[src/rtl/dic_pkg.sv]
// shared constants and types for the dsp idle and clock mode block
package dic_pkg;
   // register indices; byte address is four times the index
   localparam logic [5:0] DIC_IDX_IDLE_REQ = 6'h01;
   localparam logic [5:0] DIC_IDX_IDLE_STATE = 6'h02;
   localparam logic [5:0] DIC_IDX_MODE_STATUS = 6'h03;
   localparam logic [5:0] DIC_IDX_SYS_STATE = 6'h18;
   // idle request / idle state bit positions
   localparam int DIC_IDLE_BITS = 6;
   localparam int DIC_BIT_MEMIF = 5;
   localparam int DIC_BIT_PLL = 4;
   localparam int DIC_BIT_PERIPH = 3;
   localparam int DIC_BIT_CACHE = 2;
   localparam int DIC_BIT_DMA = 1;
   localparam int DIC_BIT_CORE = 0;
   // system state field: clock mode select
   localparam int DIC_BIT_SCALABLE = 12;
   // mode status fields
   localparam int DIC_BIT_MS_MODE = 0;
   localparam int DIC_BIT_MS_QUIET = 1;
   // reset values
   localparam logic [15:0] DIC_RST_IDLE_REQ = 16'h0000;
   localparam logic [15:0] DIC_RST_IDLE_STATE = 16'h0000;
   localparam logic [15:0] DIC_RST_SYS_STATE = 16'h0000;
   // quiet period after a mode-change write, in processor cycles
   localparam int DIC_QUIET_CYCLES = 100;
   // axi response codes
   localparam logic [1:0] DIC_RESP_OKAY = 2'h0;
   localparam logic [1:0] DIC_RESP_SLVERR = 2'h2;
   // bus channel states
   typedef enum logic [0:0] {
      DIC_WR_IDLE = 1'b0,
      DIC_WR_RESP = 1'b1
   } dic_wr_t;
   typedef enum logic [0:0] {
      DIC_RD_IDLE = 1'b0,
      DIC_RD_DATA = 1'b1
   } dic_rd_t;
endpackage : dic_pkg

[src/rtl/dic_top.sv]
// dsp idle control and clock mode switch register block, axi4-lite slave
// Summary of operation
// - request bit 5 set asks the dsp memory interface to idle
// - request bit 4 set asks the dsp pll to idle
// - request bit 3 set asks the dsp peripherals to idle
// - request bit 2 set asks the dsp instruction cache to idle
// - request bit 1 set asks the dsp dma controller to idle
// - request bit 0 set asks dsp core and its rams to idle
// - six request bits read and write, reset to zero; bits 15-6 reserved zero
// - state register bits 5-0 show which subdomains reached idle, same positions
// - state bits read only, zero after reset, one only while idle
// - request register shows which subdomains software asked to idle
`timescale 1ns/1ns
`default_nettype none
module dic_top import dic_pkg::*; #(
   parameter int AW = 8,
   parameter int QUIET = DIC_QUIET_CYCLES
) (
   // clock and reset
   input wire logic sys_clk,
   input wire logic rst_n,
   // axi4-lite write address and data
   input wire logic [AW-1:0] awaddr,
   input wire logic awvalid,
   output logic awready,
   input wire logic [31:0] wdata,
   input wire logic [3:0] wstrb,
   input wire logic wvalid,
   output logic wready,
   // axi4-lite write response
   output logic [1:0] bresp,
   output logic bvalid,
   input wire logic bready,
   // axi4-lite read
   input wire logic [AW-1:0] araddr,
   input wire logic arvalid,
   output logic arready,
   output logic [31:0] rdata,
   output logic [1:0] rresp,
   output logic rvalid,
   input wire logic rready,
   // idle requests to the dsp subdomains
   output logic memifIdleReq,
   output logic pllIdleReq,
   output logic periphIdleReq,
   output logic cacheIdleReq,
   output logic dmaIdleReq,
   output logic coreIdleReq,
   // idle acknowledges from the dsp subdomains
   input wire logic memifIdleAck,
   input wire logic pllIdleAck,
   input wire logic periphIdleAck,
   input wire logic cacheIdleAck,
   input wire logic dmaIdleAck,
   input wire logic coreIdleAck,
   // clock mode
   output logic scalableRatioMode,
   output logic quietBusy
);
   typedef struct packed {
      dic_wr_t wrState;
      dic_rd_t rdState;
      logic awready;
      logic awHeld;
      logic [AW-1:0] awAddr;
      logic wready;
      logic wHeld;
      logic [31:0] wData;
      logic [3:0] wStrb;
      logic bvalid;
      logic [1:0] bresp;
      logic arready;
      logic rvalid;
      logic [31:0] rdata;
      logic [1:0] rresp;
      logic [15:0] sysState;
   } dic_top_t;

   dic_top_t s;
   dic_top_t next_s;
   logic [DIC_IDLE_BITS-1:0] reqBits;
   logic [DIC_IDLE_BITS-1:0] stateBits;
   logic [DIC_IDLE_BITS-1:0] ackBits;
   logic [5:0] wIdx;
   logic [5:0] rIdx;
   logic [15:0] wMerged;
   logic wrCommit;
   logic icrWe;
   logic sysWe;
   logic modeNow;
   logic busyNow;

   // gather the acknowledges into one vector, bit positions as requests
   assign ackBits = {memifIdleAck, pllIdleAck, periphIdleAck,
                     cacheIdleAck, dmaIdleAck, coreIdleAck};

   // word index of each address; low two bits are ignored
   assign wIdx = 6'(s.awAddr[AW-1:2]);
   assign rIdx = 6'(araddr[AW-1:2]);

   // a write commits once both address and data are held
   assign wrCommit = (s.wrState == DIC_WR_IDLE) && s.awHeld && s.wHeld;

   // only the two low byte lanes carry register data
   assign wMerged = {s.wStrb[1] ? s.wData[15:8] : s.sysState[15:8],
                     s.wStrb[0] ? s.wData[7:0] : s.sysState[7:0]};

   // request bits live in the low lane; a write without it leaves them alone
   assign icrWe = wrCommit && (wIdx == DIC_IDX_IDLE_REQ) && s.wStrb[0];
   assign sysWe = wrCommit && (wIdx == DIC_IDX_SYS_STATE) && (s.wStrb[1:0] != 2'h0);

   // request and state bits of the six subdomains
   dic_idle_track #(
      .N(DIC_IDLE_BITS)
   ) u_track (
      .sys_clk(sys_clk),
      .rst_n(rst_n),
      .reqWe(icrWe),
      .reqData(s.wData[DIC_IDLE_BITS-1:0]),
      .ackIn(ackBits),
      .idleReq(reqBits),
      .idleState(stateBits)
   );

   // applied clock mode and the quiet window that follows a switch
   dic_quiet_timer #(
      .CYCLES(QUIET)
   ) u_quiet (
      .sys_clk(sys_clk),
      .rst_n(rst_n),
      .modeWe(sysWe),
      .modeIn(wMerged[DIC_BIT_SCALABLE]),
      .modeOut(modeNow),
      .busy(busyNow)
   );

   // bus channels and the system state register
   always_comb begin
      next_s = s;
      // address and data are taken in either order
      if (awvalid && s.awready) begin
         next_s.awHeld = 1'b1;
         next_s.awAddr = awaddr;
      end
      if (wvalid && s.wready) begin
         next_s.wHeld = 1'b1;
         next_s.wData = wdata;
         next_s.wStrb = wstrb;
      end
      // commit the write and raise the response
      if (wrCommit) begin
         next_s.awHeld = 1'b0;
         next_s.wHeld = 1'b0;
         next_s.bvalid = 1'b1;
         next_s.wrState = DIC_WR_RESP;
         case (wIdx)
            DIC_IDX_IDLE_REQ: next_s.bresp = DIC_RESP_OKAY;
            // writes to read-only state are dropped without error
            DIC_IDX_IDLE_STATE: next_s.bresp = DIC_RESP_OKAY;
            DIC_IDX_MODE_STATUS: next_s.bresp = DIC_RESP_OKAY;
            DIC_IDX_SYS_STATE: begin
               next_s.bresp = DIC_RESP_OKAY;
               next_s.sysState = wMerged;
            end
            default: next_s.bresp = DIC_RESP_SLVERR;
         endcase
      end else if ((s.wrState == DIC_WR_RESP) && bready) begin
         next_s.bvalid = 1'b0;
         next_s.wrState = DIC_WR_IDLE;
      end
      // read: capture data at the address handshake
      case (s.rdState)
         DIC_RD_IDLE: begin
            if (arvalid && s.arready) begin
               next_s.rvalid = 1'b1;
               next_s.rdState = DIC_RD_DATA;
               next_s.rresp = DIC_RESP_OKAY;
               case (rIdx)
                  DIC_IDX_IDLE_REQ: next_s.rdata = 32'(reqBits);
                  DIC_IDX_IDLE_STATE: next_s.rdata = 32'(stateBits);
                  DIC_IDX_MODE_STATUS: begin
                     next_s.rdata = 32'h0000_0000;
                     next_s.rdata[DIC_BIT_MS_MODE] = modeNow;
                     next_s.rdata[DIC_BIT_MS_QUIET] = busyNow;
                  end
                  DIC_IDX_SYS_STATE: next_s.rdata = 32'(s.sysState);
                  default: begin
                     next_s.rdata = 32'h0000_0000;
                     next_s.rresp = DIC_RESP_SLVERR;
                  end
               endcase
            end
         end
         DIC_RD_DATA: begin
            if (rready) begin
               next_s.rvalid = 1'b0;
               next_s.rdState = DIC_RD_IDLE;
            end
         end
         default: next_s.rdState = DIC_RD_IDLE;
      endcase
      // readies are registered so the bus sees them straight from flops
      next_s.awready = !next_s.awHeld && (next_s.wrState == DIC_WR_IDLE);
      next_s.wready = !next_s.wHeld && (next_s.wrState == DIC_WR_IDLE);
      next_s.arready = (next_s.rdState == DIC_RD_IDLE);
   end

   // register the bus state; readies open one cycle after reset
   always_ff @(posedge sys_clk) begin
      if (!rst_n) begin
         s <= '0;
         s.sysState <= DIC_RST_SYS_STATE;
      end else begin
         s <= next_s;
      end
   end

   // bus outputs
   assign awready = s.awready;
   assign wready = s.wready;
   assign bvalid = s.bvalid;
   assign bresp = s.bresp;
   assign arready = s.arready;
   assign rvalid = s.rvalid;
   assign rdata = s.rdata;
   assign rresp = s.rresp;

   // subdomain requests come straight from the request flops
   assign memifIdleReq = reqBits[DIC_BIT_MEMIF];
   assign pllIdleReq = reqBits[DIC_BIT_PLL];
   assign periphIdleReq = reqBits[DIC_BIT_PERIPH];
   assign cacheIdleReq = reqBits[DIC_BIT_CACHE];
   assign dmaIdleReq = reqBits[DIC_BIT_DMA];
   assign coreIdleReq = reqBits[DIC_BIT_CORE];

   // the quiet window is only reported; traffic is assumed absent during it
   assign scalableRatioMode = modeNow;
   assign quietBusy = busyNow;

   // checks on the idle request outputs
   memif_req_a: assert property (@(posedge sys_clk) disable iff (!rst_n)
      icrWe |=> memifIdleReq == $past(s.wData[DIC_BIT_MEMIF]))
      else $error("memory interface request does not follow write");
   pll_req_a: assert property (@(posedge sys_clk) disable iff (!rst_n)
      icrWe |=> pllIdleReq == $past(s.wData[DIC_BIT_PLL]))
      else $error("pll request does not follow write");
   periph_req_a: assert property (@(posedge sys_clk) disable iff (!rst_n)
      icrWe |=> periphIdleReq == $past(s.wData[DIC_BIT_PERIPH]))
      else $error("peripheral request does not follow write");
   cache_req_a: assert property (@(posedge sys_clk) disable iff (!rst_n)
      icrWe |=> cacheIdleReq == $past(s.wData[DIC_BIT_CACHE]))
      else $error("cache request does not follow write");
   dma_req_a: assert property (@(posedge sys_clk) disable iff (!rst_n)
      icrWe |=> dmaIdleReq == $past(s.wData[DIC_BIT_DMA]))
      else $error("dma request does not follow write");
   core_req_a: assert property (@(posedge sys_clk) disable iff (!rst_n)
      icrWe |=> coreIdleReq == $past(s.wData[DIC_BIT_CORE]))
      else $error("core request does not follow write");

   // requests hold without a write and start cleared
   req_hold_a: assert property (@(posedge sys_clk) disable iff (!rst_n)
      !icrWe |=> $stable(reqBits))
      else $error("idle requests changed without a write");
   req_reset_a: assert property (@(posedge sys_clk)
      $rose(rst_n) |-> (reqBits == '0) && (stateBits == '0))
      else $error("idle bits not clear after reset");

   // state bits track the acknowledges in both directions
   state_set_a: assert property (@(posedge sys_clk) disable iff (!rst_n)
      ackBits[DIC_BIT_CORE] |=> stateBits[DIC_BIT_CORE])
      else $error("core idle state missed");
   state_clear_a: assert property (@(posedge sys_clk) disable iff (!rst_n)
      !ackBits[DIC_BIT_MEMIF] |=> !stateBits[DIC_BIT_MEMIF])
      else $error("memory interface state stuck at idle");
   state_read_a: assert property (@(posedge sys_clk) disable iff (!rst_n)
      (arvalid && arready && rIdx == DIC_IDX_IDLE_STATE)
      |=> rvalid && rdata == 32'($past(stateBits)))
      else $error("idle state read wrong");

   // mode switch and the quiet window
   mode_apply_a: assert property (@(posedge sys_clk) disable iff (!rst_n)
      sysWe |=> scalableRatioMode == $past(wMerged[DIC_BIT_SCALABLE]) && quietBusy)
      else $error("clock mode not applied at write");
   quiet_len_a: assert property (@(posedge sys_clk) disable iff (!rst_n)
      (sysWe ##1 !sysWe [*8]) |-> quietBusy)
      else $error("quiet window ended early");

   // main scenarios
   req_write_c: cover property (@(posedge sys_clk) disable iff (!rst_n) icrWe);
   mode_switch_c: cover property (@(posedge sys_clk) disable iff (!rst_n)
      sysWe ##1 quietBusy [*3]);
   idle_cycle_c: cover property (@(posedge sys_clk) disable iff (!rst_n)
      stateBits[DIC_BIT_CORE] ##1 !stateBits[DIC_BIT_CORE]);
   err_resp_c: cover property (@(posedge sys_clk) disable iff (!rst_n)
      bvalid && bresp == DIC_RESP_SLVERR);
endmodule : dic_top
`default_nettype wire

[src/rtl/dic_idle_track.sv]
// idle request bits and registered idle state of the dsp subdomains
`timescale 1ns/1ns
`default_nettype none
module dic_idle_track import dic_pkg::*; #(
   parameter int N = DIC_IDLE_BITS
) (
   // clock and reset
   input wire logic sys_clk,
   input wire logic rst_n,
   // request register update
   input wire logic reqWe,
   input wire logic [N-1:0] reqData,
   // subdomain side
   input wire logic [N-1:0] ackIn,
   output logic [N-1:0] idleReq,
   output logic [N-1:0] idleState
);
   typedef struct packed {
      logic [N-1:0] req;
      logic [N-1:0] sts;
   } dic_track_t;
   dic_track_t s;
   dic_track_t next_s;
   logic [N-1:0] next_req;
   logic [N-1:0] next_sts;

   // one slice per subdomain
   for (genvar i = 0; i < N; i++) begin : g_bit
      assign next_req[i] = reqWe ? reqData[i] : s.req[i];
      // state follows the subdomain both ways, so it falls once idle is left
      assign next_sts[i] = ackIn[i];
   end

   // gather the next state
   always_comb begin
      next_s.req = next_req;
      next_s.sts = next_sts;
   end

   // all bits clear after reset
   always_ff @(posedge sys_clk) begin
      if (!rst_n) begin
         s <= {DIC_RST_IDLE_REQ[N-1:0], DIC_RST_IDLE_STATE[N-1:0]};
      end else begin
         s <= next_s;
      end
   end

   assign idleReq = s.req;
   assign idleState = s.sts;
endmodule : dic_idle_track
`default_nettype wire

[src/rtl/dic_quiet_timer.sv]
// applied clock mode and quiet period after a mode-change write
`timescale 1ns/1ns
`default_nettype none
module dic_quiet_timer import dic_pkg::*; #(
   parameter int CYCLES = DIC_QUIET_CYCLES
) (
   // clock and reset
   input wire logic sys_clk,
   input wire logic rst_n,
   // mode write
   input wire logic modeWe,
   input wire logic modeIn,
   // state
   output logic modeOut,
   output logic busy
);
   localparam int CW = $clog2(CYCLES + 1);
   localparam logic [CW-1:0] LOAD = CW'(CYCLES);
   typedef struct packed {
      logic mode;
      logic busy;
      logic [CW-1:0] cnt;
   } dic_quiet_t;
   dic_quiet_t s;
   dic_quiet_t next_s;

   // mode takes effect at the write; the count only reports the quiet window
   always_comb begin
      next_s = s;
      if (modeWe) begin
         next_s.mode = modeIn;
         next_s.cnt = LOAD;
      end else if (s.cnt != '0) begin
         next_s.cnt = s.cnt - 1'b1;
      end
      next_s.busy = (next_s.cnt != '0);
   end

   // register the state
   always_ff @(posedge sys_clk) begin
      if (!rst_n) begin
         s <= '0;
      end else begin
         s <= next_s;
      end
   end

   assign modeOut = s.mode;
   assign busy = s.busy;
endmodule : dic_quiet_timer
`default_nettype wire

[config.mk]
export PLATFORM = sky130hd
export DESIGN_NAME = dic_top
export DESIGN_NICKNAME = d
export VERILOG_FILES = /design/src/rtl/dic_pkg.sv /design/src/rtl/dic_top.sv /design/src/rtl/dic_idle_track.sv /design/src/rtl/dic_quiet_timer.sv
export SDC_FILE = /design/constraint.sdc
export NUM_CORES = 1
export LEC_CHECK = 0
export ABC_AREA = 1
export BUFFER_PORTS_ARGS = -buffer_cell sky130_fd_sc_hd__buf_2
export CAP_MARGIN = 20
export CORE_ASPECT_RATIO = 1.5
export CORE_UTILIZATION = 46
export DETAILED_ROUTE_END_ITERATION = 10
export PLACE_DENSITY = 0.85
export REMOVE_ABC_BUFFERS = 1
export SLEW_MARGIN = 20
export SYNTH_ARGS = -nofsm -noshare
export SYNTH_HDL_FRONTEND = slang
export SYNTH_SLANG_ARGS = --single-unit
[constraint.sdc]
create_clock -name sys_clk -period 1.35 [get_ports sys_clk]
set_input_delay 0.27 -clock sys_clk [delete_from_list [all_inputs] [get_ports sys_clk]]
set_output_delay 0.27 -clock sys_clk [all_outputs]
set_load 0.02 [all_outputs]
# == Word level (Yosys, flattened, before mapping) ==
# Index checks and enable logic that the tools add are counted.
# Widths: inputs -> output; s select.
# totals
output_inout_bits,49
register_bits,126
# classes
mux,20
reduce_logical,25
bitwise,4
eq_ne,10
addsub,1
# ops
op,count
$pmux 16 s4,1
$mux 37,1
$mux 35,1
$eq 6x2->1 const B,4
$mux 7,2
$reduce_bool 7->1,2
$eq 6x1->1 const B,2
$eq 6x5->1 const B,2
$logic_and 1x1->1,12
$mux 1,9
$mux 9,1
$reduce_or 4->1,2
$sub 7x1->7 const B,1
$reduce_and 2->1,3
$reduce_and 3->1,2
$mux 5,1
$mux 2,2
$ne 2x2->1 const B,2
$not 1->1,4
$pmux 1 s2,2
$reduce_bool 2->1,2
$logic_not 1->1,2

# == Depth between registers and ports, before layout ==
# depth
word_depth,7
depth_mapped,10

# == Cells and area by module ==
# From an unflattened synthesis, not the netlist that was laid out.
# unflattened
hier_cells,510
hier_area_um2,3902.5
# modules_own_cells
mod,instances,cells_per_inst,seq_area_each_um2,area_per_inst_um2
dic_top,1,383,1341.3,2966.6
dic_quiet_timer,1,71,180.2,519.2
dic_idle_track,1,56,240.2,416.6

# == Least setup slack after synthesis ==
# OpenSTA, ideal clock, no wires.
# synth_path
kind,reg2reg
start,reg u_quiet.s[0] (netlist bit)
end,"reg u_quiet.s, in the netlist u_quiet.busy"
arrival_time_ns,1.157
stages_incl_launch_ff,8
setup_slack_ns,0.060
path_cell_list,dfxtp_1 inv_1 ha_1 nand4_2 o21ai_0 nand2_1 nor2_1 a21oi_1
# synth_via
elab_chain_len,4
word_cells_on_any_way,5
cone_classes,add/sub: 1; mux: 2; reduce/logical: 2
# synth_lines
item,line_no,source
"start, declared",dic_quiet_timer.sv:24,dic_quiet_t s;
"start signal, assigned",dic_quiet_timer.sv:44,s <= next_s;
$sub 7x1->7 or $reduce_bool 7->1 (tied branches),"dic_quiet_timer.sv:34, dic_quiet_timer.sv:33",
$mux 7 *,dic_quiet_timer.sv:33,end else if (s.cnt != '0) begin
$mux 7 *,dic_quiet_timer.sv:30,if (modeWe) begin
$reduce_bool 7->1 *,dic_quiet_timer.sv:36,next_s.busy = (next_s.cnt != '0);
# Every way passes the cells marked *; elsewhere a longest branch is shown, timed or not.
# A chain may end at the register's enable or synchronous reset.

# == Final worst setup path ==
# layout_path
start,reg s[95] (netlist bit)
end,"reg u_track.s, in the netlist u_track.idleReq[1]"
# layout_via
elab_chain_len,3
# layout_lines
item,line_no,source
"start, declared",dic_top.sv:79,dic_top_t s;
"start signal, assigned",dic_top.sv:214,s <= next_s;
$eq 6x1->1,dic_top.sv:109,assign icrWe = wrCommit && (wIdx == DIC_IDX_IDLE_REQ) && s.wStrb[0];
$logic_and 1x1->1 (2 in series),dic_top.sv:109,
"end signal, assigned",dic_idle_track.sv:43,"s <= {DIC_RST_IDLE_REQ[N-1:0], DIC_RST_IDLE_STATE[N-1:0]};"
"end signal, assigned",dic_idle_track.sv:45,s <= next_s;
"end, declared",dic_idle_track.sv:22,dic_track_t s;
# Every way passes these cells.

==> impl_results.html <==
<table>
<tr><th>Metric</th><th>Value</th></tr>
<tr><th colspan="2">Run status</th></tr>
<tr><td>Outcome</td><td>finished, final reports clean</td></tr>
<tr><th colspan="2">Timing</th></tr>
<tr><td>Total of endpoints with negative setup slack in the final report</td><td>0</td></tr>
<tr><td>Final Hold Fails</td><td>0</td></tr>
<tr><td>Ratio of final minimum period to clock period</td><td>about 100%</td></tr>
<tr><td>Final Slew Violations</td><td>0</td></tr>
<tr><td>Minimum period implied by the final worst setup slack</td><td>1340 ps</td></tr>
<tr><td>RSZ-0062 raised after global routing</td><td>yes</td></tr>
<tr><td>Final setup skew</td><td>about 5.7 ps</td></tr>
<tr><td>Max Clock Freq</td><td>748 MHz</td></tr>
<tr><th colspan="2">Global route</th></tr>
<tr><td>Via count of the first global-routing pass</td><td>between 3000 and 4000</td></tr>
<tr><td>All-Layer GR Usage</td><td>roughly a fifth</td></tr>
<tr><td>Wire length of the first global-routing pass</td><td>approximately 13000 microns</td></tr>
<tr><td>GR Overflow Total</td><td>0</td></tr>
<tr><td>Initial antenna violation count</td><td>0</td></tr>
<tr><td>Largest net degree at the start of global routing</td><td>26</td></tr>
<tr><th colspan="2">Layout</th></tr>
<tr><td>Finished Core Util</td><td>about three fifths</td></tr>
<tr><td>N_diodes</td><td>0</td></tr>
<tr><td>Post-layout net count</td><td>~630</td></tr>
<tr><td>Fraction of layout instances using a drive strength above 1</td><td>approximately 28%</td></tr>
<tr><td>Register area</td><td>between 1500 and 2000 sq um</td></tr>
<tr><td>Layout-stage area growth over the synthesis result</td><td>22.4%</td></tr>
<tr><td>Number of standard cells in the layout, taps in and fillers out</td><td>~670</td></tr>
<tr><td>Most common cell after layout, fill and taps aside</td><td>sky130_fd_sc_hd__dfxtp_1</td></tr>
<tr><td>Multi-input logic area</td><td>1580 sq um</td></tr>
<tr><td>Final standard cell area without fillers</td><td>between 4000 and 5000 sq um</td></tr>
<tr><td>Number of filler instances in the final layout</td><td>~670</td></tr>
<tr><td>Most frequent cells in the layout</td><td>sky130_fd_sc_hd__dfxtp_1, sky130_fd_sc_hd__buf_2, sky130_fd_sc_hd__nand2_1, sky130_fd_sc_hd__a21oi_1, sky130_fd_sc_hd__nor2_1</td></tr>
<tr><th colspan="2">Clock tree</th></tr>
<tr><td>Deepest clock path buffer count</td><td>2</td></tr>
<tr><td>CTS root buf</td><td>sky130_fd_sc_hd__clkbuf_16</td></tr>
<tr><td>Clock-pin slew on the worst setup and hold paths</td><td>70 ps</td></tr>
<tr><td>Number of CTS-inserted buffers</td><td>9</td></tr>
<tr><td>CTS H-Tree Depth</td><td>3</td></tr>
<tr><td>Post-CTS Hold Buffers</td><td>0</td></tr>
<tr><td>CTS tree</td><td>built</td></tr>
<tr><td>Clk_lat worst skew</td><td>340 ps</td></tr>
<tr><td>Sinks on the clock net</td><td>slightly below 90</td></tr>
<tr><th colspan="2">Power and ir drop</th></tr>
<tr><td>Combinational group share of total power</td><td>23.0%</td></tr>
<tr><td>Power density cells</td><td>1560 nW/um^2</td></tr>
<tr><td>Proportion of total power due to net switching</td><td>between 30% and 40%</td></tr>
<tr><td>P_leak</td><td>a little over 0.002 uW</td></tr>
<tr><td>Design internal power</td><td>4980 uW</td></tr>
<tr><td>Maximum resistive drop on vdd</td><td>911 uV</td></tr>
<tr><td>Switching power summed over all nets</td><td>2180 uW</td></tr>
<tr><td>Overall power of the completed layout</td><td>between 7000 and 8000 uW</td></tr>
<tr><td>Portion of total power attributed to sequential cells</td><td>approximately two fifths</td></tr>
<tr><td>Clock network fraction of design power</td><td>between 30% and 40%</td></tr>
<tr><th colspan="2">Yosys</th></tr>
<tr><td>Number of instances in the synthesized netlist</td><td>around 490</td></tr>
<tr><td>Ys Warns</td><td>0</td></tr>
<tr><td>Number of different library cells in the post-synthesis netlist</td><td>34</td></tr>
<tr><td>Number of synthesized flops with an enable pin</td><td>0</td></tr>
<tr><td>Register bit count reported by yosys</td><td>88</td></tr>
<tr><td>Avg Synthesized Cell Area</td><td>approximately 7.7 sq um</td></tr>
<tr><td>Ys async rst share</td><td>0%</td></tr>
<tr><td>Synth Flop Type</td><td>sky130_fd_sc_hd__dfxtp_1</td></tr>
<tr><td>Fraction of the yosys area taken by sequential cells</td><td>47.1%</td></tr>
<tr><td>Post-synthesis cell area</td><td>3740 sq um</td></tr>
<tr><th colspan="2">Place</th></tr>
<tr><td>HPWL reported at the end of detailed placement</td><td>between 5000 and 6000 microns</td></tr>
<tr><td>Total of buffers placed on input and output ports</td><td>73</td></tr>
<tr><td>Weighted congestion at the end of routability-driven global placement</td><td>between 0.8 and 0.9</td></tr>
<tr><td>Count of placed standard cells including taps</td><td>~650</td></tr>
<tr><td>Placed instance area</td><td>4130 sq um</td></tr>
<tr><th colspan="2">Critical path</th></tr>
<tr><td>Worst reg2reg setup slack</td><td>~13 ps</td></tr>
<tr><td>Data required time at the worst endpoint</td><td>~1600 ps</td></tr>
<tr><td>Peak fanout along the critical path</td><td>6</td></tr>
<tr><td>Critical path arrival</td><td>between 1500 and 2000 ps</td></tr>
<tr><td>Critical-path cell list</td><td>inv_2, buf_4, nor3_2, nand3_2, inv_4, o21ai_0, a21oi_1</td></tr>
<tr><td>Start-to-end type of the worst setup path</td><td>flip-flop to flip-flop</td></tr>
<tr><td>Critical Path Source Type</td><td>flip-flop</td></tr>
<tr><td>Delay of the slowest cell on the worst path</td><td>330 ps</td></tr>
<tr><td>Library cell contributing the largest single delay on the critical path</td><td>sky130_fd_sc_hd__dfxtp_1</td></tr>
<tr><td>Capturing element type of the critical path</td><td>flip-flop</td></tr>
<tr><th colspan="2">Drt</th></tr>
<tr><td>DRC errors left</td><td>0</td></tr>
<tr><td>Number of vias per cell after detailed routing</td><td>slightly below 5</td></tr>
<tr><td>Length of the first detailed-routing pass in iterations</td><td>4</td></tr>
<tr><td>Aggregate routed wire length</td><td>just over 8000 microns</td></tr>
<tr><td>Initial DRC count</td><td>approximately 170</td></tr>
<tr><td>Via count</td><td>3234</td></tr>
<tr><td>ANT nets after route</td><td>0</td></tr>
<tr><td>Average wire per standard cell</td><td>between 10 and 15 microns</td></tr>
<tr><th colspan="2">Hold path</th></tr>
<tr><td>Worst hold path type</td><td>primary input to flip-flop</td></tr>
<tr><th colspan="2">Job</th></tr>
<tr><td>Maximum Capacitance Violations</td><td>0</td></tr>
<tr><th colspan="2">Floorplan</th></tr>
<tr><td>Number of cell rows</td><td>39</td></tr>
<tr><td>Die Y-Extent</td><td>112 microns</td></tr>
<tr><td>Number of placed I/O pins</td><td>about 110</td></tr>
<tr><td>Die outline area</td><td>around 8500 sq um</td></tr>
<tr><td>Horizontal die dimension</td><td>75.7 microns</td></tr>
<tr><td>Area of the core region</td><td>between 7000 and 8000 sq um</td></tr>
<tr><td>Initial Utilization</td><td>48.3%</td></tr>
</table>
-- flip-flops by register name, summed over array words and instances, names as in the netlist --
name               count
bvalid                 1
s                     44
arready                1
rdata                 16
u_quiet.busy           1
u_quiet.s              7
awready                1
u_track.idleState      6
wready                 1
bresp                  1
rvalid                 1
u_track.idleReq        6
u_quiet.modeOut        1
rresp                  1
-- layer usage --
layer	vias up	track usage, %	part of all wire [%]
met4	0	9.88	3.4
met5	-	0	0
met1	1442	21.4	39
li1	1669	-	-
met2	102	35.1	52
met3	21	3.86	4.7
-- worst max-delay path: cells and delay by family, from the launching register on --
family / cells / cell delay (ps)
flops: 1 / 330
compound gates: 2 / 230
buf+inv: 3 / 310
simple gates: 2 / 390
-- cell usage after synthesis, types with 2 or more instances --
library cell | n | area share, %
sky130_fd_sc_hd__o21ai_1 | 5 | 0.67
sky130_fd_sc_hd__buf_2 | 7 | 0.94
sky130_fd_sc_hd__nand3_1 | 14 | 1.9
sky130_fd_sc_hd__nor2_1 | 55 | 5.5
sky130_fd_sc_hd__clkbuf_1 | 12 | 1.2
sky130_fd_sc_hd__inv_1 | 47 | 4.7
sky130_fd_sc_hd__nand4_1 | 5 | 0.84
sky130_fd_sc_hd__nor3b_1 | 3 | 0.60
sky130_fd_sc_hd__a21oi_1 | 56 | 7.5
sky130_fd_sc_hd__nand2_2 | 2 | 0.33
sky130_fd_sc_hd__o21ai_0 | 53 | 7.1
sky130_fd_sc_hd__o21ai_2 | 3 | 0.70
sky130_fd_sc_hd__nor2_2 | 2 | 0.33
sky130_fd_sc_hd__nand2_1 | 64 | 6.4
sky130_fd_sc_hd__a211oi_1 | 2 | 0.40
sky130_fd_sc_hd__dfxtp_1 | 88 | 47
sky130_fd_sc_hd__nor3_1 | 4 | 0.53
sky130_fd_sc_hd__inv_2 | 5 | 0.50
sky130_fd_sc_hd__buf_4 | 36 | 7.2
sky130_fd_sc_hd__a21oi_2 | 3 | 0.70
sky130_fd_sc_hd__o211ai_1 | 4 | 0.80
sky130_fd_sc_hd__ha_1 | 2 | 0.67
sky130_fd_sc_hd__nor2_8 | 2 | 1.1
-- power by group through the flow --
stage / Clock, uW / Sequential [uW] / Combinational (uW)
floorplan: 0 / 3020 / 908
global placement: 0 / 2990 / 1290
detailed placement: 0 / 3000 / 1360
CTS: 2590 / 2940 / 1500
global route: 2710 / 2980 / 1850
finish: 2560 / 2960 / 1650
-- path summary, 6_finish.rpt --
check        startpoint              endpoint  cells after the start
max               s[95]    u_track.idleReq[1]                      7
min          dmaIdleAck  u_track.idleState[1]                      3
max reg2reg       s[95]    u_track.idleReq[1]                      7
min reg2reg       s[13]                 s[13]                      2
-- logic make-up after synthesis --
logic type | count (synthesis) | synth area share (%)
buffers and inverters | 109 | 15.0
AO/OA/AOI/OAI | 128 | 18.3
flip-flops | 88 | 47.1
XOR/XNOR | 1 | 0.234
other | 1 | 0.100
AND/OR/NAND/NOR | 156 | 18.7
adder cells (fa/ha/maj) | 2 | 0.668
-- area by class of cell --
cell class | count | share of cell area, %
Sequential cell | 88 | 38.5
Multi-Input combinational cell | 305 | 34.4
Timing Repair Buffer | 100 | 12.8
Clock buffer | 10 | 5.22
Inverter | 53 | 4.40
Tap cell | 102 | 2.79
Clock inverter | 6 | 1.64
Timing Repair inverter | 1 | 0.164
-- metrics by stage --
stage	setup slack [ps]	TNS, ps	hold WS (ps)
floorplan	-55.8	-823	363
global placement	-27.5	-199	422
detailed placement	-63.0	-617	435
CTS	0.463	0	110
global route	-87.4	-523	113
finish	13.2	0	119
-- repair_timing --
action | in CTS | in global routing
setup endpoints to repair | 9 | 19
gates cloned | 0 | 1
buffers inserted | 0 | 3
pin swaps | 0 | 5
resized for setup | 10 | 27
Power figures use the tool's default switching activity.
